**src/verilog/acbac_defines.svh**
```systemverilog
`ifndef ACBAC_DEFINES_SVH
`define ACBAC_DEFINES_SVH

// Register byte offsets.
`define ACBAC_OFS_CAL_SEL 8'ha8
`define ACBAC_OFS_CAL_ST 8'hac
`define ACBAC_OFS_THR 8'hb0
`define ACBAC_OFS_IRQ_STAT 8'hc0
`define ACBAC_OFS_IRQ_MASK 8'hc4
`define ACBAC_OFS_AMP_CFG 8'hc8

// Field positions.
`define ACBAC_SEL_LSB 10
`define ACBAC_BUSY_BIT 24
`define ACBAC_START_BIT 16
`define ACBAC_STMODE_BIT 12
`define ACBAC_AMP_ERR_BIT 8

// Reset values.
`define ACBAC_THR_RST 32'h2000_0200
`define ACBAC_ZERO32 32'h0000_0000
`define ACBAC_CNT_RST 3'h0

// Timing: calibration must begin within this many microseconds.
`define ACBAC_CAL_START_US 2000
`define ACBAC_MCLK_MHZ 250
`define ACBAC_CAL_START_CYC (`ACBAC_CAL_START_US * `ACBAC_MCLK_MHZ)
// Launch delay used by this design, well inside the limit.
`define ACBAC_CAL_LAUNCH_CYC 16'h0004

`endif

```
**src/verilog/acbac_pkg.sv**
```systemverilog
`default_nettype none
package acbac_pkg;
	typedef struct packed {
		logic [7:0] address;
		logic read;
		logic write;
		logic [3:0] byteenable;
		logic [31:0] writedata;
	} acbac_req_t;

	typedef struct packed {
		logic [31:0] readdata;
		logic waitrequest;
	} acbac_rsp_t;

	typedef struct packed {
		logic [1:0] cal_setting;
		logic cal_go;
		logic selftest_mode;
		logic [11:0] selftest_value;
	} acbac_adc_ctl_t;

	typedef enum logic [1:0] {
		ACBAC_CAL_IDLE,
		ACBAC_CAL_WAIT,
		ACBAC_CAL_RUN
	} acbac_cal_st_t;
endpackage : acbac_pkg
`default_nettype wire

```
**src/verilog/acbac_top.sv**
```systemverilog
// The Avalon-MM register port was decided locally.
`include "acbac_defines.svh"
`default_nettype none
module acbac_top (
	input wire logic mclk,
	input wire logic rst_n,
	input wire logic ce,
	input wire acbac_pkg::acbac_req_t avs_req,
	output acbac_pkg::acbac_rsp_t avs_rsp,
	output acbac_pkg::acbac_adc_ctl_t adc_ctl,
	input wire logic adc_cal_done,
	input wire logic period_end,
	input wire logic [15:0] amp_value,
	output logic irq
);
	import acbac_pkg::*;

	////////////////////////////////////////////////////////////////////////
	logic [1:0] sel_r;
	logic start_r;
	logic busy_r;
	logic mode_r;
	logic [11:0] stval_r;
	logic [31:0] thr_r;
	logic [2:0] cnt_sel_r;
	logic [1:0] stat_r;
	logic [1:0] mask_r;
	logic [31:0] rdata_r;
	logic ack_r;
	logic wreq_r;
	logic irq_r;
	logic go_r;
	acbac_cal_st_t cal_st_r;
	logic [15:0] wait_cnt_r;
	logic [31:0] wmask;
	logic [31:0] wdat;
	logic [31:0] rd_mux;
	logic wr_en;
	logic rd_en;
	logic cal_done_s1;
	logic cal_done_s2;
	logic period_s1;
	logic period_s2;
	logic period_s3;
	logic amp_err;
	logic cal_done_evt;
	logic [31:0] reg_sel;
	logic [31:0] reg_st;
	logic [31:0] stat_word;

	////////////////////////////////////////////////////////////////////////
	// Avalon slave: one wait state, ack pulse drops waitrequest.
	// A write lands only at the edge where waitrequest is low, so a
	// master that gives up early never leaves a half-done write behind.
	assign wr_en = avs_req.write && ack_r;
	assign rd_en = avs_req.read && !ack_r;
	assign wdat = avs_req.writedata;

	genvar gi;
	generate
		for (gi = 0; gi < 4; gi = gi + 1) begin : g_lane
			assign wmask[gi*8 +: 8] = {8{avs_req.byteenable[gi]}};
		end
	endgenerate

	always_ff @(posedge mclk or negedge rst_n) begin
		if (!rst_n) begin
			ack_r <= 1'b0;
			wreq_r <= 1'b1;
		end else if (ce) begin
			ack_r <= (avs_req.read || avs_req.write) && !ack_r;
			// Own flop so the bus sees no gate behind the register.
			wreq_r <= !((avs_req.read || avs_req.write) && !ack_r);
		end
	end

	////////////////////////////////////////////////////////////////////////
	// Control registers.
	always_ff @(posedge mclk or negedge rst_n) begin
		if (!rst_n) begin
			sel_r <= 2'h0;
			mode_r <= 1'b0;
			stval_r <= 12'h000;
			thr_r <= `ACBAC_THR_RST;
			cnt_sel_r <= `ACBAC_CNT_RST;
			mask_r <= 2'h0;
		end else if (ce && wr_en) begin
			case (avs_req.address)
				`ACBAC_OFS_CAL_SEL: begin
					sel_r <= (sel_r & ~wmask[11:10])
						| (wdat[11:10] & wmask[11:10]);
				end
				`ACBAC_OFS_CAL_ST: begin
					mode_r <= wmask[12] ? wdat[12] : mode_r;
					stval_r <= (stval_r & ~wmask[11:0])
						| (wdat[11:0] & wmask[11:0]);
				end
				`ACBAC_OFS_THR: begin
					thr_r <= (thr_r & ~wmask) | (wdat & wmask);
				end
				`ACBAC_OFS_AMP_CFG: begin
					cnt_sel_r <= wmask[2] ? wdat[2:0] : cnt_sel_r;
				end
				`ACBAC_OFS_IRQ_MASK: begin
					mask_r <= (mask_r & ~wmask[1:0]) | (wdat[1:0] & wmask[1:0]);
				end
				default: begin
					sel_r <= sel_r;
				end
			endcase
		end
	end

	////////////////////////////////////////////////////////////////////////
	// Calibration start: bit clears on the next edge.
	// start self-clears.
	always_ff @(posedge mclk or negedge rst_n) begin
		if (!rst_n) begin
			start_r <= 1'b0;
		end else if (ce) begin
			start_r <= wr_en && avs_req.address == `ACBAC_OFS_CAL_ST
				&& wmask[`ACBAC_START_BIT] && wdat[`ACBAC_START_BIT];
		end
	end

	// Done from the analog side is asynchronous.
	always_ff @(posedge mclk or negedge rst_n) begin
		if (!rst_n) begin
			cal_done_s1 <= 1'b0;
			cal_done_s2 <= 1'b0;
			period_s1 <= 1'b0;
			period_s2 <= 1'b0;
			period_s3 <= 1'b0;
		end else if (ce) begin
			cal_done_s1 <= adc_cal_done;
			cal_done_s2 <= cal_done_s1;
			period_s1 <= period_end;
			period_s2 <= period_s1;
			period_s3 <= period_s2;
		end
	end

	// short launch delay, far below 2 ms. busy while running.
	always_ff @(posedge mclk or negedge rst_n) begin
		if (!rst_n) begin
			cal_st_r <= ACBAC_CAL_IDLE;
			wait_cnt_r <= 16'h0000;
			busy_r <= 1'b0;
			go_r <= 1'b0;
		end else if (ce) begin
			go_r <= 1'b0;
			case (cal_st_r)
				ACBAC_CAL_IDLE: begin
					if (start_r) begin
						cal_st_r <= ACBAC_CAL_WAIT;
						wait_cnt_r <= `ACBAC_CAL_LAUNCH_CYC;
						busy_r <= 1'b1;
					end
				end
				ACBAC_CAL_WAIT: begin
					if (wait_cnt_r == 16'h0000) begin
						cal_st_r <= ACBAC_CAL_RUN;
						go_r <= 1'b1;
					end else begin
						wait_cnt_r <= wait_cnt_r - 16'h0001;
					end
				end
				ACBAC_CAL_RUN: begin
					if (cal_done_s2 && !go_r) begin
						cal_st_r <= ACBAC_CAL_IDLE;
						busy_r <= 1'b0;
					end
				end
				default: begin
					cal_st_r <= ACBAC_CAL_IDLE;
					busy_r <= 1'b0;
				end
			endcase
		end
	end

	assign cal_done_evt = cal_st_r == ACBAC_CAL_RUN && cal_done_s2 && !go_r;

	////////////////////////////////////////////////////////////////////////
	acbac_amp_check u_amp (
		.mclk(mclk),
		.rst_n(rst_n),
		.ce(ce),
		.period_end(period_s2 && !period_s3),
		.amp_value(amp_value),
		.upper(thr_r[31:16]),
		.lower(thr_r[15:0]),
		.cnt_sel(cnt_sel_r),
		.amp_err_pulse(amp_err)
	);

	////////////////////////////////////////////////////////////////////////
	// Sticky status: bit0 calibration done, bit1 amplitude error.
	// Set wins over the clear-on-read.
	always_ff @(posedge mclk or negedge rst_n) begin
		if (!rst_n) begin
			stat_r <= 2'h0;
			irq_r <= 1'b0;
		end else if (ce) begin
			if (rd_en && avs_req.address == `ACBAC_OFS_IRQ_STAT) begin
				stat_r <= {amp_err, cal_done_evt};
			end else begin
				stat_r <= stat_r | {amp_err, cal_done_evt};
			end
			irq_r <= |(stat_r & mask_r);
		end
	end

	assign reg_sel = {20'h0_0000, sel_r, 10'h000};
	assign reg_st = {7'h00, busy_r, 7'h00, start_r, 3'h0, mode_r, stval_r};
	assign stat_word = {30'h0000_0000, stat_r};

	always_comb begin
		case (avs_req.address)
			`ACBAC_OFS_CAL_SEL: rd_mux = reg_sel;
			`ACBAC_OFS_CAL_ST: rd_mux = reg_st;
			`ACBAC_OFS_THR: rd_mux = thr_r;
			`ACBAC_OFS_IRQ_STAT: rd_mux = stat_word;
			`ACBAC_OFS_IRQ_MASK: rd_mux = {30'h0000_0000, mask_r};
			`ACBAC_OFS_AMP_CFG: rd_mux = {29'h0000_0000, cnt_sel_r};
			default: rd_mux = `ACBAC_ZERO32;
		endcase
	end

	always_ff @(posedge mclk or negedge rst_n) begin
		if (!rst_n) begin
			rdata_r <= `ACBAC_ZERO32;
		end else if (ce) begin
			rdata_r <= rd_en ? rd_mux : `ACBAC_ZERO32;
		end
	end

	assign avs_rsp.readdata = rdata_r;
	assign avs_rsp.waitrequest = wreq_r;
	assign adc_ctl.cal_setting = sel_r;
	assign adc_ctl.cal_go = go_r;
	assign adc_ctl.selftest_mode = mode_r;
	assign adc_ctl.selftest_value = stval_r;
	assign irq = irq_r;
endmodule : acbac_top
`default_nettype wire

```
**src/verilog/acbac_amp_check.sv**
```systemverilog
`include "acbac_defines.svh"
`default_nettype none
module acbac_amp_check (
	input wire logic mclk,
	input wire logic rst_n,
	input wire logic ce,
	input wire logic period_end,
	input wire logic [15:0] amp_value,
	input wire logic [15:0] upper,
	input wire logic [15:0] lower,
	input wire logic [2:0] cnt_sel,
	output logic amp_err_pulse
);
	logic [6:0] err_cnt_r;
	logic [6:0] limit;
	logic out_of_range;

	always_comb begin
		case (cnt_sel)
			3'h1: limit = 7'd1;
			3'h2: limit = 7'd2;
			3'h4: limit = 7'd4;
			3'h5: limit = 7'd16;
			3'h7: limit = 7'd64;
			default: limit = 7'd8;
		endcase
	end

	assign out_of_range = (amp_value > upper) || (amp_value < lower);

	always_ff @(posedge mclk or negedge rst_n) begin
		if (!rst_n) begin
			err_cnt_r <= 7'd0;
			amp_err_pulse <= 1'b0;
		end else if (ce) begin
			amp_err_pulse <= 1'b0;
			if (period_end) begin
				if (!out_of_range) begin
					err_cnt_r <= 7'd0;
				end else if (err_cnt_r >= limit) begin
					// Count is at or above the limit; report again.
					amp_err_pulse <= 1'b1;
				end else begin
					err_cnt_r <= err_cnt_r + 7'd1;
				end
			end
		end
	end
endmodule : acbac_amp_check
`default_nettype wire

```
**config.mk**
```make
export PLATFORM = sky130hd
export DESIGN_NAME = acbac_top
export DESIGN_NICKNAME = d
export VERILOG_FILES = /design/src/verilog/acbac_pkg.sv /design/src/verilog/acbac_top.sv /design/src/verilog/acbac_amp_check.sv
export VERILOG_INCLUDE_DIRS = /design/src /design/src/verilog
export SDC_FILE = /design/constraint.sdc
export NUM_CORES = 1
export LEC_CHECK = 0
export ABC_CLOCK_PERIOD_IN_PS = 2470
export BUFFER_PORTS_ARGS = -buffer_cell sky130_fd_sc_hd__buf_2
export CAP_MARGIN = 20
export CORE_MARGIN = 2
export CORE_UTILIZATION = 45
export DETAILED_ROUTE_END_ITERATION = 10
export GPL_TIMING_DRIVEN = 0
export PLACE_DENSITY = 0.67
export SETUP_SLACK_MARGIN = 0.02
export SYNTH_ARGS = -nofsm -noshare
export SYNTH_HDL_FRONTEND = slang
export SYNTH_SLANG_ARGS = --single-unit
```
**constraint.sdc**
```tcl
create_clock -name mclk -period 2.47 [get_ports mclk]
set_input_delay 0.3705 -clock mclk [delete_from_list [all_inputs] [get_ports mclk]]
set_output_delay 0.3705 -clock mclk [all_outputs]
set_load 0.03 [all_outputs]
```
==> results.toml <==
[outcome]
outcome = "completed"

[route]
drt-initial-drc-count = 380
ant_nets = 0
wirelength_mm = 16.6
drc = 0
via_per_inst = 5.45
wl_per_cell_um = 17.4
firstDrtPassIters = 5
num_vias = 5196

[die]
die_h_um = 124
core_area_um2 = 14000
die-area_um2 = 15400
fp-row-count = 43
die_w_um = 124
start_util_pct = 46.3
io_pins = 117

[placed_design]
dpl.hpwl_mm = 12.5
preCtsSetupSlack_ns = -0.192
port_buffers = 115
placed_area_um2 = 7310
dpl.cell_count = 921
gp_congestion = 0.939

[sta]
maxSlewHeadroom_pct = 40.4
drv_slew = 0
fmax_mhz = 421
rsz0062_at_grt = "yes"
min_period_ns = 2.38
hold_viol_final = 0
worst_slew_pin_slew_ns = 0.886
setup_viol = 0
skew_ns = 0.00924
tns_ns = 0
worst_slack_ns = 0.0929
fin_crit_sh_pct = 96.2
hold_ws_ns = 0.179

[final_layout]
drive_above_1_share_pct = 30.9
fin_area_um2 = 7940
area_growth_syn_to_layout_pct = 22.7
post-route-util_pct = 56.8
fin_nets = 866
instances_no_fill = 954

[synthesis]
yosysMostFrequentCell = "dfrtp_1"
yosysWarningCount = 0
ys_top_cells_by_area = "dfrtp_1 46%, mux2_2 10%, ha_1 7.5%"
syn_inst = 625
synth_fp_nets = 731
synth_top_cell_by_area = "dfrtp_1"
synth-xor-area-share_pct = 1.62
yosysSeqAreaShare_pct = 47.6
synth_compound_area_share_pct = 11.6
synth-adder-area-share_pct = 7.54
yosys.area_share.simple_pct = 14.7
synth_area_um2 = 6470
yosys-top-cells-count = "120 x dfrtp_1, 75 x inv_1, 58 x mux2_2, 44 x nand2_1, 39 x ha_1"
synth_edf_count = 0
synth_top_area_share_pct = 46.4
synth_top_family_by_area = "simple AND/OR/NAND/NOR gates"
synth_top_flop_cell = "dfrtp_1"
postSynth.asyncResetShare_pct = 100
ys_ff_latch = 123
synthMuxAreaShare_pct = 10.9
synth.distinct_cells = 60
postSynthAreaPerCell_um2 = 10.4

[power_and_ir_drop]
peakVddDrop_v = 0.000643
p_per_area_nw_per_um2 = 696
fin_total_pwr_mw = 5.53
swShare_pct = 27.3
clkPwrFrac_pct = 42.7
internal_power_mw = 4.02
comb_power_share_pct = 14.8
p_leak_nw = 3.73
netSwitchingPower_mw = 1.51
p_seq_share_pct = 42.5

[critical_path]
crit_path_end_kind = "register"
critical-path-max-stage-delay_ns = 0.42
worstPathCellList = "nor2b_2 -> nor3_2 -> a21oi_1 -> ha_1 -> nor4_1 -> nor2_1 -> a21oi_2 -> buf_4 -> nand4_1 -> mux2i_1 -> nor3_1"
cp-start-kind = "register"
cp_slowest_cell = "dfrtp_2"
worst_ep_arrival_time_ns = 2.72
critPathRequiredTime_ns = 2.81
criticalPathCategory = "register to register"
rr_worst_depth = 11
worstPathMaxFanout = 10

[global_route]
grt_pass1_wl_mm = 26.0
grt_pass1_vias = 5300
grt_max_degree = 78
track_usage_pct = 22.6
antenna_found_initial = 1
globalRoute.totalOverflow = 0

[clock_network]
h-tree-depth = 4
clock_latency_ns = 0.42
tritoncts = "done"
clockBufferDepth = 2
numCtsBuffers = 17
cts.sinks = 123
clk_pin_slew_worst_paths_ns = 0.06
cts-root-buf = "clkbuf_16"

[hold_path]
holdCritPathClass = "input pin to register"
whs_path_depth = 2

[run]
maxCapViolations = 0
[worst paths after layout]
check / start / end / slack (ns)
setup / recovery: cnt_sel_r[1]$_DFFE_PN0P_ / u_amp.err_cnt_r[4]$_DFFE_PN0P_ / 0.09
hold / removal: avs_req[26] / register / 0.18
setup reg to reg: cnt_sel_r[1]$_DFFE_PN0P_ / u_amp.err_cnt_r[4]$_DFFE_PN0P_ / 0.09
min in group asynchronous: rst_n / async pin / 0.44
hold reg to reg: cal_done_s1$_DFFE_PN0P_ / cal_done_s2$_DFFE_PN0P_ / 0.50
max in group asynchronous: rst_n / async pin / 1.27
[critical path: cells and delay by family (launching register included)]
kind,cells,cell delay (ns)
flops,1,0.42
fa+ha+maj,1,0.25
compound gates,2,0.36
mux,1,0.14
simple gates,6,0.93
buf+inv,1,0.19
[power by group through the flow]
stage               clock network, mW  registers, mW  logic [mW]
floorplan                           0           2.33       0.545
global placement                    0           2.35       0.760
detailed placement                  0           2.37       0.801
CTS                              2.41           2.34       0.812
global route                     2.49           2.37       0.926
finish                           2.36           2.35       0.819
[per-layer routing]
| layer | global-route usage, % | vias to the layer above | wire (um) |
|---|---|---|---|
| li1 | - | 2486 | - |
| met3 | 5.72 | 27 | 1110 |
| met1 | 29.1 | 2517 | 7190 |
| met4 | 10.7 | 0 | 420 |
| met2 | 35.7 | 166 | 7860 |
| met5 | 0 | - | 0 |
[layout by cell type (no fill, tap or decap), types with 3 or more instances in the layout]
cell type | Yosys | final
a21o_1 | 3 | 3
a21oi_1 | 19 | 18
a22o_1 | 3 | 3
a22oi_1 | 13 | 13
and3_1 | 5 | 5
and4_1 | 3 | 3
buf_2 | 4 | 118
buf_4 | 4 | 5
clkbuf_1 | 16 | 19
clkbuf_16 | 0 | 17
clkinv_2 | 0 | 6
dfrtp_1 | 120 | 118
dfstp_2 | 3 | 3
ha_1 | 39 | 39
inv_1 | 75 | 75
mux2_2 | 58 | 58
mux2i_1 | 5 | 5
nand2_1 | 44 | 44
nand2b_1 | 6 | 6
nand3_1 | 15 | 15
nand3_2 | 4 | 4
nand3b_1 | 3 | 3
nand4_1 | 9 | 9
nor2_1 | 36 | 36
nor2b_1 | 11 | 9
nor3_1 | 11 | 9
nor4_1 | 8 | 6
nor4_2 | 3 | 4
o21a_1 | 3 | 3
o21ai_0 | 34 | 34
o22ai_1 | 17 | 17
o31ai_1 | 4 | 4
xnor2_1 | 9 | 9
xor2_1 | 3 | 3
[cells by family (layout without fill, tap and decap cells)]
logic type / count (synthesis) / in the layout
mux: 63 / 63
xor+xnor: 12 / 12
compound gates: 115 / 115
fa+ha+maj: 39 / 39
flops: 123 / 123
buf+inv: 99 / 247
simple gates: 174 / 174
other cells: 0 / 1
[repair_timing]
action	4_1_cts	5_1_grt
hold buffers	1	0
setup endpoints to repair	7	17
buffers inserted	0	0
endpoints found under the hold margin	45	0
pin swaps	1	3
resized for setup	3	17
[area by class of cell]
| type | count | area, um^2 |
|---|---|---|
| multi-input combinational | 403 | 3060 |
| sequential | 123 | 3080 |
| timing repair buffer | 117 | 619 |
| fill | 1235 | 6050 |
| buffer | 23 | 110 |
| tap | 180 | 225 |
| clock buffer | 23 | 458 |
| inverter | 75 | 282 |
| clock inverter | 9 | 97.6 |
| antenna | 1 | 2.50 |
Note: power is estimated with default switching activity, not from simulation.
